`src/hw/bsc_pkg.sv`:
```
package bsc_pkg;

   // register bus geometry
   localparam int unsigned ADDR_W = 8;      // register port address width
   localparam int unsigned DATA_W = 32;     // register port data width
   localparam int unsigned STRAP_W = 24;    // number of strap address lines

   // register offsets (byte addresses)
   localparam logic [7:0] OFS_CONFIG  = 8'h00;  // boot strap configuration
   localparam logic [7:0] OFS_TIMING  = 8'h04;  // expansion-bus timing control
   localparam logic [7:0] OFS_SPEED   = 8'h08;  // fused grade and effective clock set
   localparam logic [7:0] OFS_DECODE  = 8'h0c;  // decode probe: address in, target out

   // field positions of the configuration register
   localparam int unsigned BIT_MAP_SEL   = 31;  // expansion bus placement
   localparam int unsigned BIT_CLK_HI    = 23;  // core clock-set msb
   localparam int unsigned BIT_CLK_LO    = 21;  // core clock-set lsb
   localparam int unsigned BIT_USER_HI   = 20;  // user field msb
   localparam int unsigned BIT_USER_LO   = 17;  // user field lsb
   localparam int unsigned BIT_PCI_66    = 4;   // pci clock speed
   localparam int unsigned BIT_RSVD_ONE  = 3;   // reserved, written as one
   localparam int unsigned BIT_ARB_EN    = 2;   // bus_arbiter_enable
   localparam int unsigned BIT_PCI_HOST  = 1;   // pci host role
   localparam int unsigned BIT_FLASH_8   = 0;   // boot flash width

   // bits of the configuration register that hold state
   localparam logic [31:0] CFG_LIVE_MASK = 32'h80FE_001F;
   // bits that software may rewrite (map select, user field, low controls)
   localparam logic [31:0] CFG_WR_MASK   = 32'h801E_0017;
   // value held while reset is asserted: map bit set, straps pulled up
   localparam logic [31:0] CFG_RESET     = 32'h80FE_001F;

   // memory map figures
   localparam logic [31:0] BOOT_BASE   = 32'h0000_0000;  // boot-mode bus base
   localparam logic [31:0] NORM_BASE   = 32'h5000_0000;  // normal-mode bus base
   localparam logic [31:0] WIN_MASK    = 32'hF000_0000;  // 256 MB window compare
   localparam logic [31:0] ROM_MASK    = 32'hFF00_0000;  // 16 MB boot rom window
   localparam logic [31:0] RESET_VECTOR = 32'h0000_0000; // first fetch address

   // timing register defaults
   localparam logic [3:0] TIMING_W     = 4'h4;          // timing field width
   localparam logic [3:0] EXTRA_WAIT_DFLT = 4'h0;       // extra sample cycles
   localparam logic [2:0] FUSE_DFLT    = 3'h0;          // neutral fused grade

   // decode targets
   typedef enum logic [1:0] {
      BSC_TGT_NONE,
      BSC_TGT_EXP,
      BSC_TGT_SDRAM,
      BSC_TGT_ROM
   } bsc_target_type;

   // register port request
   typedef struct packed {
      logic [7:0]  addr;
      logic [31:0] wdata;
      logic        wr;
      logic        rd;
   } bsc_req_type;

   // decoded configuration seen by the chip
   typedef struct packed {
      logic       map_boot;
      logic [2:0] core_clock_set;
      logic [3:0] user_field;
      logic       pci_66;
      logic       bus_arbiter_enable;
      logic       pci_host;
      logic       flash_8bit;
   } bsc_cfg_type;

endpackage

```
`src/hw/bsc_clock_limit.sv`:
```
`timescale 1ns/1ps
// picks the slower of strapped and fused clock settings; a larger code
// means a slower core, so the strap can never raise the speed
module bsc_clock_limit
(
   input  wire logic [2:0] fused,
   input  wire logic [2:0] strapped,
   output logic      [2:0] effective
);

   // never below the fused setting
   always_comb
   begin
      if (strapped > fused)
      begin
         effective = strapped;  // slower by strap
      end
      else
      begin
         effective = fused;     // strap would over-clock, keep fuse
      end
   end

endmodule

```
`src/hw/bsc_boot_strap_config.sv`:
```
`timescale 1ns/1ps
module bsc_boot_strap_config
(
   input  wire logic                 clk_sys,
   input  wire logic                 arst_n,
   input  wire logic [23:0]          strap_address_lines_in,
   output logic      [23:0]          strap_address_lines_out,
   output logic      [23:0]          strap_address_lines_oe_n,
   input  wire logic [23:0]          exp_addr_drive,
   input  wire logic [2:0]           fused_grade,
   input  wire logic [7:0]           reg_addr,
   input  wire logic [31:0]          reg_wdata,
   input  wire logic                 reg_wr,
   input  wire logic                 reg_rd,
   output logic      [31:0]          reg_rdata,
   output logic                      map_boot,
   output logic      [2:0]           core_clock_set,
   output logic      [3:0]           user_field,
   output logic                      pci_66,
   output logic                      bus_arbiter_enable,
   output logic                      pci_host,
   output logic                      flash_8bit,
   output logic      [3:0]           extra_wait,
   output logic      [31:0]          fetch_start
);

   // bundled register request
   bsc_pkg::bsc_req_type req;
   // configuration register storage
   logic [31:0]          cfg;
   // one-shot marker: straps not yet captured since reset
   logic                 capture_pending;
   // timing register
   logic [3:0]           wait_cycles;
   // decode probe address and its result
   logic [31:0]          probe_addr;
   bsc_pkg::bsc_target_type probe_tgt;
   // decoded view of the configuration
   bsc_pkg::bsc_cfg_type cfg_view;
   // clock set after fuse limit
   logic [2:0]           clk_eff;
   // next read data
   logic [31:0]          next_rdata;
   // strap word with reserved line forced high
   logic [31:0]          strap_word;

   // register map seen by software:
   //   0x00 configuration word, straps captured at reset release
   //   0x04 expansion-bus timing, extra read sample cycles in [3:0]
   //   0x08 speed view, effective clock set in [6:4], fused grade in [2:0]
   //   0x0c decode probe, write an address, read its target in [1:0]
   // every other offset reads zero and drops writes
   // read data stands for one cycle only, then returns to zero, so a
   // stale answer can never be taken for a fresh one
   // the clock-set field is read-only: software may look at it but only
   // the straps and the fuse decide it, so no write can over-clock the core
   // the map bit is the one field boot code is expected to rewrite; the
   // other writable fields are there for bring-up and test

   // gather the port into one request
   assign req.addr  = reg_addr;
   assign req.wdata = reg_wdata;
   assign req.wr    = reg_wr;
   assign req.rd    = reg_rd;

   // strap word: map bit set, straps in 23..0, unused bits dropped
   // the map bit has no strap line of its own, so it is forced here
   // line 3 is reserved and always taken as one, whatever the board does
   // the other reserved lines are masked off so they can never read back as set
   always_comb
   begin
      strap_word = {8'h80, strap_address_lines_in} & bsc_pkg::CFG_LIVE_MASK;
      strap_word[bsc_pkg::BIT_MAP_SEL] = 1'b1;
      strap_word[bsc_pkg::BIT_RSVD_ONE] = 1'b1;
   end

   // limit strapped clock-set against the fuse
   // the strap may only slow the core, so a board strapped for a faster
   // grade still runs at the fused speed
   bsc_clock_limit bsc_clock_limit_i
   (
      .fused    (fused_grade),
      .strapped (cfg[bsc_pkg::BIT_CLK_HI:bsc_pkg::BIT_CLK_LO]),
      .effective(clk_eff)
   );

   // capture marker: armed by reset, cleared at first edge after release
   // a config write that lands on the capture edge is lost: the strap load takes
   // priority, so software must leave the first edge after release alone
   // the marker also holds the pins released for exactly that one edge
   always_ff @(posedge clk_sys or negedge arst_n)
   begin
      if (!arst_n)
      begin
         capture_pending <= 1'b1;
      end
      else
      begin
         capture_pending <= 1'b0;
      end
   end

   // address pins: inputs during reset and capture, then driven outward
   // the pins stay released for the capture edge itself; driving them one
   // edge early would override the board's pull resistors before sampling
   // after capture the bus owns them until the next reset
   always_ff @(posedge clk_sys or negedge arst_n)
   begin
      if (!arst_n)
      begin
         strap_address_lines_oe_n <= 24'hFF_FFFF;  // released, board pulls decide
         strap_address_lines_out  <= 24'h00_0000;
      end
      else if (capture_pending)
      begin
         strap_address_lines_oe_n <= 24'hFF_FFFF;  // still sampling
         strap_address_lines_out  <= 24'h00_0000;
      end
      else
      begin
         strap_address_lines_oe_n <= 24'h00_0000;  // bus owns the pins
         strap_address_lines_out  <= exp_addr_drive;
      end
   end

   // configuration register: strap capture, then software rewrites
   // reserved bits never load from software, so they keep the zero that
   // the capture mask left there; bit 3 keeps its forced one the same way
   // the clock-set field is outside the write mask on purpose
   always_ff @(posedge clk_sys or negedge arst_n)
   begin
      if (!arst_n)
      begin
         cfg <= bsc_pkg::CFG_RESET;  // map bit one at reset
      end
      else if (capture_pending)
      begin
         // pins sampled on the first edge after release
         cfg <= strap_word;
      end
      else if (req.wr && req.addr == bsc_pkg::OFS_CONFIG)
      begin
         // writable fields only; reserved bits keep zero, bit 3 keeps one
         // the clock-set field is fixed by straps, never by software
         // boot software clears map bit here
         cfg <= (cfg & ~bsc_pkg::CFG_WR_MASK) | (req.wdata & bsc_pkg::CFG_WR_MASK);
      end
   end

   // timing register: extra sample cycles for slow edges
   // a heavily loaded line that rises slowly needs one more cycle before
   // its level is trusted; software sets the count and the bus controller
   // reads it from extra_wait
   // only the low nibble is kept, upper write bits are dropped
   always_ff @(posedge clk_sys or negedge arst_n)
   begin
      if (!arst_n)
      begin
         wait_cycles <= bsc_pkg::EXTRA_WAIT_DFLT;
      end
      else if (req.wr && req.addr == bsc_pkg::OFS_TIMING)
      begin
         wait_cycles <= req.wdata[3:0];
      end
   end

   // decode probe address register
   // software writes any address here and reads back where it would land
   // under the current map, which makes the map switch visible
   always_ff @(posedge clk_sys or negedge arst_n)
   begin
      if (!arst_n)
      begin
         probe_addr <= 32'h0000_0000;
      end
      else if (req.wr && req.addr == bsc_pkg::OFS_DECODE)
      begin
         probe_addr <= req.wdata;
      end
   end

   // decoded configuration view
   // one slice per field, the clock set from the fuse limit, so each output has a single source
   always_comb
   begin
      cfg_view.map_boot           = cfg[bsc_pkg::BIT_MAP_SEL];
      cfg_view.core_clock_set     = clk_eff;
      cfg_view.user_field         = cfg[bsc_pkg::BIT_USER_HI:bsc_pkg::BIT_USER_LO];
      cfg_view.pci_66             = cfg[bsc_pkg::BIT_PCI_66];
      cfg_view.bus_arbiter_enable = cfg[bsc_pkg::BIT_ARB_EN];
      cfg_view.pci_host           = cfg[bsc_pkg::BIT_PCI_HOST];
      cfg_view.flash_8bit         = cfg[bsc_pkg::BIT_FLASH_8];
   end

   // memory map decode of the probe address
   // the map bit is read live, so a probe read right after a map write
   // already sees the new placement
   // addresses outside every window decode to nothing
   // the rom always sits at the low 16 MB of the expansion window, so it
   // moves together with the bus when the map bit clears
   always_comb
   begin
      probe_tgt = bsc_pkg::BSC_TGT_NONE;
      if (cfg_view.map_boot)
      begin
         // boot mode: expansion bus in the bottom 256 MB
         if ((probe_addr & bsc_pkg::WIN_MASK) == bsc_pkg::BOOT_BASE)
         begin
            // rom region at the bottom 16 MB
            if ((probe_addr & bsc_pkg::ROM_MASK) == bsc_pkg::BOOT_BASE)
            begin
               probe_tgt = bsc_pkg::BSC_TGT_ROM;
            end
            else
            begin
               probe_tgt = bsc_pkg::BSC_TGT_EXP;
            end
         end
      end
      else
      begin
         // normal mode: sdram low, bus moved up
         if ((probe_addr & bsc_pkg::WIN_MASK) == bsc_pkg::BOOT_BASE)
         begin
            probe_tgt = bsc_pkg::BSC_TGT_SDRAM;
         end
         else if ((probe_addr & bsc_pkg::WIN_MASK) == bsc_pkg::NORM_BASE)
         begin
            if ((probe_addr & ~bsc_pkg::WIN_MASK & bsc_pkg::ROM_MASK) == 32'h0000_0000)
            begin
               probe_tgt = bsc_pkg::BSC_TGT_ROM;
            end
            else
            begin
               probe_tgt = bsc_pkg::BSC_TGT_EXP;
            end
         end
      end
   end

   // read mux, unmapped offsets read zero
   // the address is decoded in full, so aliases of the four offsets
   // read zero as well
   // the speed view keeps bit 3 at zero as a gap between its two fields
   always_comb
   begin
      case (req.addr)
         bsc_pkg::OFS_CONFIG:
         begin
            next_rdata = cfg & bsc_pkg::CFG_LIVE_MASK;
         end
         bsc_pkg::OFS_TIMING:
         begin
            next_rdata = {28'h000_0000, wait_cycles};
         end
         bsc_pkg::OFS_SPEED:
         begin
            next_rdata = {25'h000_0000, clk_eff, 1'b0, fused_grade};
         end
         bsc_pkg::OFS_DECODE:
         begin
            next_rdata = {30'h0000_0000, probe_tgt};
         end
         default:
         begin
            next_rdata = 32'h0000_0000;
         end
      endcase
   end

   // read data register, valid the cycle after the strobe
   // returning to zero between answers keeps idle read data free of
   // configuration bits
   // reads never change state, so they may follow writes with no gap
   always_ff @(posedge clk_sys or negedge arst_n)
   begin
      if (!arst_n)
      begin
         reg_rdata <= 32'h0000_0000;
      end
      else if (req.rd)
      begin
         reg_rdata <= next_rdata;
      end
      else
      begin
         reg_rdata <= 32'h0000_0000;
      end
   end

   // registered configuration outputs
   // every output comes from a flip-flop, one edge behind the register
   // reset values put the chip in boot placement with the FUSE_DFLT clock set
   // until the straps have been captured
   // the first fetch address never moves; the map bit decides which
   // device answers it
   always_ff @(posedge clk_sys or negedge arst_n)
   begin
      if (!arst_n)
      begin
         map_boot           <= 1'b1;
         core_clock_set     <= bsc_pkg::FUSE_DFLT;
         user_field         <= 4'h0;
         pci_66             <= 1'b0;
         bus_arbiter_enable <= 1'b0;
         pci_host           <= 1'b0;
         flash_8bit         <= 1'b0;
         extra_wait         <= bsc_pkg::EXTRA_WAIT_DFLT;
         fetch_start        <= bsc_pkg::RESET_VECTOR;
      end
      else
      begin
         map_boot           <= cfg_view.map_boot;
         core_clock_set     <= cfg_view.core_clock_set;
         user_field         <= cfg_view.user_field;
         pci_66             <= cfg_view.pci_66;
         bus_arbiter_enable <= cfg_view.bus_arbiter_enable;
         pci_host           <= cfg_view.pci_host;
         flash_8bit         <= cfg_view.flash_8bit;
         extra_wait         <= wait_cycles;
         fetch_start        <= bsc_pkg::RESET_VECTOR;
      end
   end

endmodule

```
`config.mk`:
```
export PLATFORM = sky130hd
export DESIGN_NAME = bsc_boot_strap_config
export DESIGN_NICKNAME = d
export VERILOG_FILES = /design/src/hw/bsc_pkg.sv /design/src/hw/bsc_clock_limit.sv /design/src/hw/bsc_boot_strap_config.sv
export SDC_FILE = /design/constraint.sdc
export NUM_CORES = 1
export LEC_CHECK = 0
export BUFFER_PORTS_ARGS = -buffer_cell sky130_fd_sc_hd__buf_2
export CAP_MARGIN = 25
export CORE_MARGIN = 2
export CORE_UTILIZATION = 43
export CTS_BUF_LIST = sky130_fd_sc_hd__clkbuf_8 sky130_fd_sc_hd__clkbuf_16
export CTS_CLUSTER_DIAMETER = 40
export DETAILED_ROUTE_END_ITERATION = 6
export HOLD_SLACK_MARGIN = 0.02
export PLACE_DENSITY = 0.8
export SYNTH_ARGS = -nofsm -noshare
export SYNTH_HDL_FRONTEND = slang
export SYNTH_HIERARCHICAL = 1
export SYNTH_SLANG_ARGS = --single-unit
```
`constraint.sdc`:
```
create_clock -name clk_sys -period 2.35 [get_ports clk_sys]
set_input_delay 0.1175 -clock clk_sys [delete_from_list [all_inputs] [get_ports clk_sys]]
set_output_delay 0.1175 -clock clk_sys [all_outputs]
set_load 0.1 [all_outputs]
```
==> flow_summary.rst, run 1 <==
.. list-table::
   :header-rows: 1

   * - Metric
     - Value
   * - Initial core utilization
     - 44.4%
   * - Ratio of total power to cell area
     - 791 nW/um2
   * - RSZ-0062 raised after global routing
     - no
   * - EDFF count, synth
     - 0
   * - Routability Congestion
     - 0.805
   * - Achievable frequency
     - 550 MHz
   * - Area leader, netlist
     - sky130_fd_sc_hd__dfrtp_1
   * - Critical-path cell with the highest stage delay
     - sky130_fd_sc_hd__dfstp_2
   * - Residual DRC count
     - 0
   * - Placeable core region
     - 8180 um2
   * - Estimated wirelength of the detail-placed design
     - 5390 um
   * - Number of distinct library cells after synthesis
     - 32
   * - Antenna fix cells
     - 0
   * - Total negative slack for setup checks
     - 0 ns
   * - Required arrival time at the worst endpoint
     - 2.57 ns
   * - Placed standard-cell area
     - 4100 um2
   * - Synthesis-stage register bit count
     - 82
   * - Final core utilization
     - 58.2%
   * - Number of search-and-repair iterations in the first detailed-routing pass
     - 5
   * - Buffers inserted during post-CTS setup optimization
     - 0
   * - Number of global-route vias before repair
     - 2500
   * - Finish-stage setup viols
     - 0
   * - Sum of overflow across all layers after global routing
     - 0
   * - Post-route non-filler standard cell count
     - 581
   * - Sequential cell area fraction in the yosys report
     - 57.1%
   * - Routed met3 length
     - 618 um
   * - Worst setup slack after layout
     - 0.532 ns
   * - DR vias/cell
     - 4.48
   * - Quantity of gates resized following cts
     - 0
   * - Cell chosen for the clock root
     - sky130_fd_sc_hd__clkbuf_8
   * - Overall die width
     - 95.8 um
   * - Final Total Pwr
     - 3.76 mW
   * - Worst path cell trace
     - ha_1, o211ai_2, mux2_4, mux2i_1, nor3_1
   * - Number of instances in the synthesized netlist
     - 302
   * - Leakage power of the design
     - 2.60 nW
   * - Depth of the worst register-to-register path
     - 5
   * - M1 WL
     - 3140 um
   * - Site Rows
     - 33
   * - FF-to-FF setup slack
     - 0.53 ns
   * - Clock skew
     - 0.0132 ns
   * - Tightest hold margin
     - 0.0416 ns
   * - # port buffers
     - 145
   * - Final worst-path cycle share
     - 77.4%
   * - Area of the die
     - 9180 um2
   * - Total via count in the routed design
     - 2605
   * - Initial antenna violation count
     - 0
   * - CP max FO
     - 4
   * - Post-synthesis area per instance
     - 12.0 um2
   * - Area growth from synthesis to layout
     - 31.2%
   * - Global-route wire length before repair
     - 12200 um
   * - Worst vdd rail ir drop
     - 0.419 mV
   * - Number of sinks driven by the clock tree
     - 82
   * - Global-route usage over all layers
     - 17.9%
   * - Fraction of layout cells with a size suffix above 1
     - 42.4%
   * - Post-layout min period
     - 1.82 ns
   * - Hold Vio Cnt, Final
     - 0
   * - Worst Hold Path Cells
     - 3
   * - Vertical extent of the die
     - 95.8 um
   * - CP startpoint kind
     - flop
   * - Biggest area contributors in the synthesized netlist
     - sky130_fd_sc_hd__dfrtp_1 46%, sky130_fd_sc_hd__buf_4 15%, sky130_fd_sc_hd__dfstp_2 12%
   * - Average detailed-routed wire length per instance
     - 14.0 um
   * - Total wire length
     - 8130 um
   * - Count of warnings emitted by yosys
     - 6
   * - Main synth FF type
     - sky130_fd_sc_hd__dfrtp_1
   * - Max transition margin
     - 55.4%
   * - Cell area after synthesis
     - 3630 um2
   * - Clock transition at path regs
     - 0.09 ns
   * - Worst Max-Slew Pin Slew
     - 0.669 ns
   * - Nets@finish
     - 569
   * - Worst-skew pair later-pin latency
     - 0.34 ns
   * - Slowest cell delay on critical path
     - 0.58 ns
   * - Crit path capture type
     - flop
   * - Largest net degree at the start of global routing
     - 83
   * - Hold-fix buffers, CTS
     - 43
   * - Top-Level Pins
     - 223
   * - DR top layer
     - met4
   * - Num CTS Buffers
     - 9
   * - Number of pins exceeding their max-slew limit in the final report
     - 0
   * - Synth cell count leaders
     - 72 x sky130_fd_sc_hd__buf_4, 66 x sky130_fd_sc_hd__dfrtp_1, 32 x sky130_fd_sc_hd__nor2b_1, 16 x sky130_fd_sc_hd__dfstp_2, 12 x sky130_fd_sc_hd__a21oi_1
   * - Share of the synthesized area in the top cell type
     - 45.5%
   * - Iteration-0 DRC Markers
     - 68
   * - Max cap viols
     - 0
   * - Data arrival at the endpoint of the critical path
     - 2.03 ns
   * - Number of antenna-violating nets in the routed design
     - 0
   * - Proportion of synthesized flip-flops having asynchronous set or reset
     - 100%
   * - Run status
     - completed
   * - Number of H-tree levels
     - 3
   * - Most frequent cell after synthesis
     - sky130_fd_sc_hd__buf_4
   * - Worst setup slack before clock tree synthesis
     - 0.571 ns
   * - Critical path start-end classification
     - flop to flop
   * - Clock Tree Buf Depth
     - 2
   * - Post-route cell area
     - 4760 um2
   * - CTS tree
     - built
   * - Wire length on met2
     - 4210 um
   * - HP Class
     - input port to flop
   * - Number of instances in the placed design
     - 521
## critical path, delay by kind of cell (launching register included)
kind | cells | cell delay [ns]
DFF | 1 | 0.58
muxes | 2 | 0.49
AOI/OAI and AO/OA | 1 | 0.30
adders and majority gates | 1 | 0.26
and+or+nand+nor | 1 | 0.06
## metal layers
layer,vias up,global-route usage [%]
met3,14,3.21
met1,1247,21.2
met2,134,32.1
met5,-,0
li1,1210,-
met4,0,7.02
## flip-flops by register name (all words and copies together) (netlist names), 3 cells and up
register,cells
wait_cycles,4
reg_rdata,15
core_clock_set,3
extra_wait,4
strap_address_lines_out,24
cfg,13
user_field,4
probe_addr,8
## worst paths after layout
path	start	endpoint
hold reg to reg	cfg[18]	user_field[1]
setup / recovery	cfg[23]	reg_rdata[4]
setup reg to reg	cfg[23]	reg_rdata[4]
hold / removal	strap_address_lines_in[1]	cfg[1]
max in group asynchronous	arst_n	cfg[18]
min in group asynchronous	arst_n	probe_addr[24]
## power by group
group          switching (mW)  leakage (nW)  internal (mW)
combinational            1.01          1.46          0.217
clock                   0.501         0.106          0.491
sequential             0.0440          1.03           1.50
total                    1.55          2.60           2.21
## final cells by class
| class | count | area [um2] |
|---|---|---|
| Fill cell | 689 | 3420 |
| Inverter | 5 | 18.8 |
| Sequential cell | 82 | 2070 |
| Timing Repair Buffer | 192 | 1210 |
| Tap cell | 105 | 131 |
| Clock buffer | 9 | 124 |
| Clock inverter | 7 | 72.6 |
| Multi-Input combinational cell | 181 | 1130 |
## cells by family (layout without fill, tap and decap cells)
kind of cell	Yosys count	count (layout)	share of synthesized area, %
AO/OA/AOI/OAI	26	26	4.45
adder cells (fa/ha/maj)	3	3	1.04
other	1	50	0.103
AND/OR/NAND/NOR	79	79	12.3
flip-flops	82	82	57.1
buffers and inverters	88	213	16.8
multiplexers	23	23	8.14
## cell usage in the layout, fill, tap and decap left out, types with 2 or more instances in the layout
| cell type | count |
|---|---|
| sky130_fd_sc_hd__mux2i_1 | 4 |
| sky130_fd_sc_hd__a21oi_1 | 12 |
| sky130_fd_sc_hd__a31oi_1 | 8 |
| sky130_fd_sc_hd__inv_1 | 7 |
| sky130_fd_sc_hd__nor3_1 | 6 |
| sky130_fd_sc_hd__mux2_2 | 8 |
| sky130_fd_sc_hd__dfstp_2 | 16 |
| sky130_fd_sc_hd__ha_1 | 3 |
| sky130_fd_sc_hd__dlygate4sd3_1 | 43 |
| sky130_fd_sc_hd__nand2_1 | 11 |
| sky130_fd_sc_hd__nor2_1 | 11 |
| sky130_fd_sc_hd__conb_1 | 50 |
| sky130_fd_sc_hd__buf_4 | 4 |
| sky130_fd_sc_hd__and3_1 | 11 |
| sky130_fd_sc_hd__mux2_4 | 11 |
| sky130_fd_sc_hd__clkbuf_8 | 9 |
| sky130_fd_sc_hd__nor2b_1 | 32 |
| sky130_fd_sc_hd__clkinv_4 | 4 |
| sky130_fd_sc_hd__dfrtp_1 | 66 |
| sky130_fd_sc_hd__nand3_1 | 2 |
| sky130_fd_sc_hd__buf_2 | 144 |
Note: power is estimated with default switching activity, not from simulation.
==> inputs of run 2 (changes only) <==
Clock period 2.35 ns to 1.75 ns, I/O delays scaled along.
==> flow_summary.rst, run 2 (same netlist as run 1, synthesis figures left out) <==
.. list-table::
   :header-rows: 1

   * - Metric
     - Value
   * - Global-route usage over all layers
     - 17.6%
   * - Ratio of total power to cell area
     - 1040 nW/um2
   * - Estimated wirelength of the detail-placed design
     - 5630 um
   * - Switching share of power
     - 40.9%
   * - Clock Tree Buf Depth
     - 2
   * - Post-layout min period
     - 1.72 ns
   * - Leakage power of the design
     - 2.65 nW
   * - Final core utilization
     - 60.4%
   * - Number of global-route vias before repair
     - 2554
   * - RSZ-0062 raised after global routing
     - yes
   * - Residual DRC count
     - 0
   * - Number of pins exceeding their max-slew limit in the final report
     - 0
   * - Design internal power
     - 3.04 mW
   * - Iteration-0 DRC Markers
     - 68
   * - CP max FO
     - 3
   * - Finish-stage setup viols
     - 0
   * - Combinational cell fraction of total power
     - 33.0%
   * - Number of sinks driven by the clock tree
     - 82
   * - Max transition margin
     - 66.0%
   * - DR vias/cell
     - 4.46
   * - P_sw
     - 2.10 mW
   * - Tightest hold margin
     - 0.0448 ns
   * - Number of search-and-repair iterations in the first detailed-routing pass
     - 4
   * - Max FFs per register
     - 24
   * - Initial core utilization
     - 44.4%
   * - HP Class
     - input port to flop
   * - Antenna fix cells
     - 0
   * - Cell chosen for the clock root
     - sky130_fd_sc_hd__clkbuf_8
   * - CTS tree
     - built
   * - Routability Congestion
     - 0.787
   * - Placeable core region
     - 8180 um2
   * - Most flop-heavy register
     - strap_address_lines_out
   * - Crit path capture type
     - flop
   * - Most common cell after layout, fill and taps aside
     - sky130_fd_sc_hd__buf_2
   * - Required arrival time at the worst endpoint
     - 1.98 ns
   * - Worst Max-Slew Pin Slew
     - 0.513 ns
   * - Final worst-path cycle share
     - 98.5%
   * - Clock skew
     - 0.00812 ns
   * - Average detailed-routed wire length per instance
     - 13.7 um
   * - Max cap viols
     - 0
   * - Initial antenna violation count
     - 0
   * - Overall die width
     - 95.8 um
   * - Met1 track utilization from global routing
     - 20.3%
   * - Achievable frequency
     - 580 MHz
   * - Most frequent cells in the layout
     - 143 x sky130_fd_sc_hd__buf_2, 66 x sky130_fd_sc_hd__dfrtp_1, 52 x sky130_fd_sc_hd__dlygate4sd3_1
   * - Global-route wire length before repair
     - 12000 um
   * - Nets@finish
     - 582
   * - Number of antenna-violating nets in the routed design
     - 0
   * - Site Rows
     - 33
   * - Run status
     - completed
   * - Data arrival at the endpoint of the critical path
     - 1.95 ns
   * - Vertical extent of the die
     - 95.8 um
   * - Largest registers
     - strap_address_lines_out: 24 flops, reg_rdata: 15 flops, cfg: 13 flops
   * - Worst setup slack after layout
     - 0.0255 ns
   * - Met2 global-route usage
     - 31.2%
   * - Worst setup slack before clock tree synthesis
     - 0.0197 ns
   * - Hold Vio Cnt, Final
     - 0
   * - Sum of overflow across all layers after global routing
     - 0
   * - Total negative slack for setup checks
     - 0 ns
   * - Buffers inserted during post-CTS setup optimization
     - 0
   * - Number of H-tree levels
     - 3
   * - # port buffers
     - 145
   * - Largest net degree at the start of global routing
     - 49
   * - Placed standard-cell area
     - 4160 um2
   * - Sequential share of power
     - 40.3%
   * - Worst-skew pair later-pin latency
     - 0.34 ns
   * - GR met3 Demand/Resource
     - 3.60%
   * - Layer with the highest usage
     - met2
   * - Fraction of layout cells with a size suffix above 1
     - 43.4%
   * - Top-Level Pins
     - 223
   * - CP startpoint kind
     - input port
   * - Area growth from synthesis to layout
     - 36.2%
   * - Worst vdd rail ir drop
     - 0.578 mV
   * - Post-route cell area
     - 4940 um2
   * - Clock transition at path regs
     - 0.08 ns
   * - Critical path start-end classification
     - input port to flop
   * - Num CTS Buffers
     - 9
   * - Clk network pwr share
     - 26.7%
   * - Area of the die
     - 9180 um2
   * - Total wire length
     - 8130 um
   * - Total via count in the routed design
     - 2648
run 2: changes by cell type in the layout (fill, tap and decap cells not counted), moves of 2 or more:
| cell | delta |
|---|---|
| sky130_fd_sc_hd__dlygate4sd3_1 | +9 |
| sky130_fd_sc_hd__clkinvlp_4 | +2 |
| sky130_fd_sc_hd__ha_1 | -3 |
| sky130_fd_sc_hd__ha_4 | +3 |
| sky130_fd_sc_hd__buf_4 | +5 |
| sky130_fd_sc_hd__inv_1 | -2 |
| sky130_fd_sc_hd__clkinv_4 | -3 |
run 2: final timing paths:
kind | start | to | slack (ns) | cells after the start
worst max register to register | cfg[21] | reg_rdata[4] | 0.03 | 7
max in group asynchronous | arst_n | cfg[21] | 0.86 | 3
worst max-delay path | fused_grade[1] | reg_rdata[4] | 0.03 | 9
min in group asynchronous | arst_n | reg_rdata[2] | 0.23 | 2
worst min register to register | cfg[18] | user_field[1] | 0.40 | 0
worst min-delay path | reg_wdata[19] | cfg[19] | 0.04 | 3
run 2: layout make-up:
| cell class | count | area [um2] |
|---|---|---|
| repair buffers | 205 | 1320 |
| clock buffers | 10 | 138 |
| well taps | 105 | 131 |
| inverters | 5 | 18.8 |
| multi-input cells | 181 | 1190 |
| fillers | 711 | 3240 |
| flip-flops and latches | 82 | 2070 |
| clock inverters | 6 | 66.3 |
run 2: critical path: stages:
cell and delay [ns]:
sky130_fd_sc_hd__dlygate4sd3_1 0.61, sky130_fd_sc_hd__inv_1 0.10, sky130_fd_sc_hd__ha_4 0.28, sky130_fd_sc_hd__inv_1 0.04, sky130_fd_sc_hd__o21ai_2 0.16, sky130_fd_sc_hd__o211ai_4 0.13
sky130_fd_sc_hd__mux2_4 0.32, sky130_fd_sc_hd__mux2i_1 0.15, sky130_fd_sc_hd__nor3_1 0.07
run 2: routing by layer:
metal | up-vias | routed length, um
li1 | 1233 | -
met1 | 1266 | 3050
met2 | 132 | 4280
met3 | 17 | 614
met4 | 0 | 180
met5 | - | 0
run 2: repair_timing:
item,4_1_cts,5_1_grt
hold buffers,52,0
resized for setup,0,8
endpoints found under the setup margin,0,3
endpoints found under the hold margin,77,0
run 2: power by group through the flow:
| stage | combinational, mW | clock (mW) | sequential [mW] |
|---|---|---|---|
| 2_1_floorplan | 0.966 | 0 | 2.56 |
| 3_3_place_gp | 1.56 | 0 | 2.11 |
| 3_5_place_dp | 1.57 | 0 | 2.11 |
| 4_1_cts | 1.66 | 1.42 | 2.07 |
| 5_1_grt | 1.76 | 1.49 | 2.09 |
| 6_report | 1.70 | 1.37 | 2.07 |
run 2: stage by stage:
step / std cells / power [mW]
floorplan: 351 / 3.53
global placement: 527 / 3.67
detailed placement: 527 / 3.68
CTS: 595 / 5.15
global route: 594 / 5.35
finish: 594 / 5.14
==> inputs of run 3 (changes only) <==
==> constraint.sdc (replaced) <==
create_clock -name clk_sys -period 1.75 [get_ports clk_sys]
set_input_delay 0.35 -clock clk_sys [delete_from_list [all_inputs] [get_ports clk_sys]]
set_output_delay 0.35 -clock clk_sys [all_outputs]
set_load 0.1 [all_outputs]
==> flow_summary.rst, run 3 (same netlist as run 1, synthesis figures left out) <==
.. list-table::
   :header-rows: 1

   * - Metric
     - Value
   * - Achievable frequency
     - 571 MHz
   * - Final worst-path cycle share
     - 100%
   * - Leakage power of the design
     - 2.66 nW
   * - Number of H-tree levels
     - 3
   * - # port buffers
     - 145
   * - Vertical extent of the die
     - 95.8 um
   * - Largest registers
     - strap_address_lines_out: 24 flops, reg_rdata: 15 flops, cfg: 13 flops
   * - Placed standard-cell area
     - 4640 um2
   * - Failing checks
     - negative setup slack
   * - Site Rows
     - 33
   * - Residual DRC count
     - 0
   * - Buffers inserted during post-CTS setup optimization
     - 0
   * - Required arrival time at the worst endpoint
     - 1.40 ns
   * - Post-route cell area
     - 4940 um2
   * - Largest net degree at the start of global routing
     - 42
   * - Clock transition at path regs
     - 0.08 ns
   * - Post-layout min period
     - 1.75 ns
   * - Sum of overflow across all layers after global routing
     - 0
   * - Most flop-heavy register
     - strap_address_lines_out
   * - Average detailed-routed wire length per instance
     - 14.5 um
   * - Number of global-route vias before repair
     - 2494
   * - Worst setup slack after layout
     - -0.00190 ns
   * - P_sw
     - 2.12 mW
   * - Run status
     - finished, violations left
   * - Critical path start-end classification
     - flop to primary output
   * - Worst-skew pair later-pin latency
     - 0.35 ns
   * - Initial antenna violation count
     - 0
   * - Total via count in the routed design
     - 2516
   * - Area of the die
     - 9180 um2
   * - Max FFs per register
     - 24
   * - FF-to-FF setup slack
     - 0.04 ns
   * - Total wire length
     - 8030 um
   * - CTS tree
     - built
   * - CP max FO
     - 12
   * - RSZ-0062 raised after global routing
     - yes
   * - Overall die width
     - 95.8 um
   * - Design internal power
     - 3.22 mW
   * - Nets@finish
     - 543
   * - Global-route wire length before repair
     - 12100 um
   * - Antenna fix cells
     - 0
   * - Final Total Pwr
     - 5.34 mW
   * - Most common cell after layout, fill and taps aside
     - sky130_fd_sc_hd__buf_2
   * - Finish-stage setup viols
     - 11
   * - Data arrival at the endpoint of the critical path
     - 1.40 ns
   * - Max cap viols
     - 0
   * - Clk network pwr share
     - 28.6%
   * - Number of sinks driven by the clock tree
     - 82
   * - HP Class
     - input port to flop
   * - Estimated wirelength of the detail-placed design
     - 5990 um
   * - Worst vdd rail ir drop
     - 0.463 mV
   * - Area growth from synthesis to layout
     - 36.3%
   * - Global-route usage over all layers
     - 17.6%
   * - Crit path capture type
     - primary output
   * - Num CTS Buffers
     - 9
   * - Most frequent cells in the layout
     - 120 x sky130_fd_sc_hd__buf_2, 66 x sky130_fd_sc_hd__dfrtp_1, 50 x sky130_fd_sc_hd__conb_1
   * - Number of pins exceeding their max-slew limit in the final report
     - 0
   * - Number of fill cells in the layout
     - 671
   * - Routability Congestion
     - 0.829
   * - Hold Vio Cnt, Final
     - 0
   * - Ratio of total power to cell area
     - 1080 nW/um2
   * - Iteration-0 DRC Markers
     - 102
   * - Combinational cell fraction of total power
     - 32.7%
   * - Clock skew
     - 0.00613 ns
   * - Number of antenna-violating nets in the routed design
     - 0
   * - Placeable core region
     - 8180 um2
   * - Cell chosen for the clock root
     - sky130_fd_sc_hd__clkbuf_8
   * - Switching share of power
     - 39.7%
   * - Number of search-and-repair iterations in the first detailed-routing pass
     - 4
   * - Fraction of layout cells with a size suffix above 1
     - 49.3%
   * - CP startpoint kind
     - flop
   * - DR vias/cell
     - 4.53
   * - Sequential share of power
     - 38.7%
   * - Clock Tree Buf Depth
     - 2
   * - Top-Level Pins
     - 223
   * - Initial core utilization
     - 44.4%
run 3: changes by cell type in the layout (fill, tap and decap cells not counted), sizes merged:
cell,delta
bufinv,+1
buf,+12
clkinv,+2
inv,-2
clkinvlp,-1
dlygate4sd3,-51
run 3: power groups by stage:
stage / clock [mW] / combinational [mW] / sequential (mW)
2_1_floorplan: 0 / 0.966 / 2.57
3_3_place_gp: 0 / 1.70 / 2.10
3_5_place_dp: 0 / 1.72 / 2.10
4_1_cts: 1.56 / 1.73 / 2.07
5_1_grt: 1.64 / 1.81 / 2.08
6_report: 1.53 / 1.74 / 2.07
run 3: routing by layer:
layer  share of wire [%]  track usage, %  vias up
met4                 1.5            7.26        0
met3                 7.7            4.15       14
met5                   0               0        -
li1                    -               -     1155
met1                  40            22.1     1228
met2                  51            29.3      119
run 3: layout make-up:
class	instances	area [um2]	area share (%)
multi-input combinational	181	1150	23.4
sequential	82	2080	42.0
clock inverter	6	90.1	1.82
clock buffer	10	138	2.78
tap	105	131	2.66
inverter	5	18.8	0.380
timing repair buffer	166	1330	27.0
run 3: timing repair:
action                                  4_1_cts  5_1_grt
hold buffers                                  1        0
pin swaps                                     0        1
gates resized for setup                       3        3
endpoints found under the setup margin       24       25
gates cloned                                  1        0
hold endpoints to repair                     21        0
run 3: worst paths after layout:
path / depth (start not counted) / end / start
setup / recovery: 2 / strap_address_lines_oe_n[5] / strap_address_lines_oe_n[22]
hold / removal: 2 / strap_address_lines_out[1] / exp_addr_drive[1]
setup reg to reg: 5 / reg_rdata[4] / cfg[23]
hold reg to reg: 0 / extra_wait[3] / wait_cycles[3]
max in group asynchronous: 3 / cfg[17] / arst_n
min in group asynchronous: 2 / reg_rdata[5] / arst_n
run 3: metrics by stage:
stage                     TNS [ns]  std cells  hold WS (ns)  utilization (%)  worst slack (ns)
after floorplan                  0        351        0.0544                -            0.0923
after global placement      -0.511        537         0.263             56.7           -0.0582
after detailed placement    -0.522        537         0.270             56.7           -0.0585
after CTS                   -0.371        555         0.202             60.1           -0.0179
after global routing        -0.802        555         0.208             60.5           -0.0373
final                     -0.00952        555         0.216             60.5          -0.00190
run 3: critical path: stages (launching register included):
cell and delay, ns:
sky130_fd_sc_hd__dfstp_4 0.67, sky130_fd_sc_hd__buf_16 0.19, sky130_fd_sc_hd__buf_12 0.19
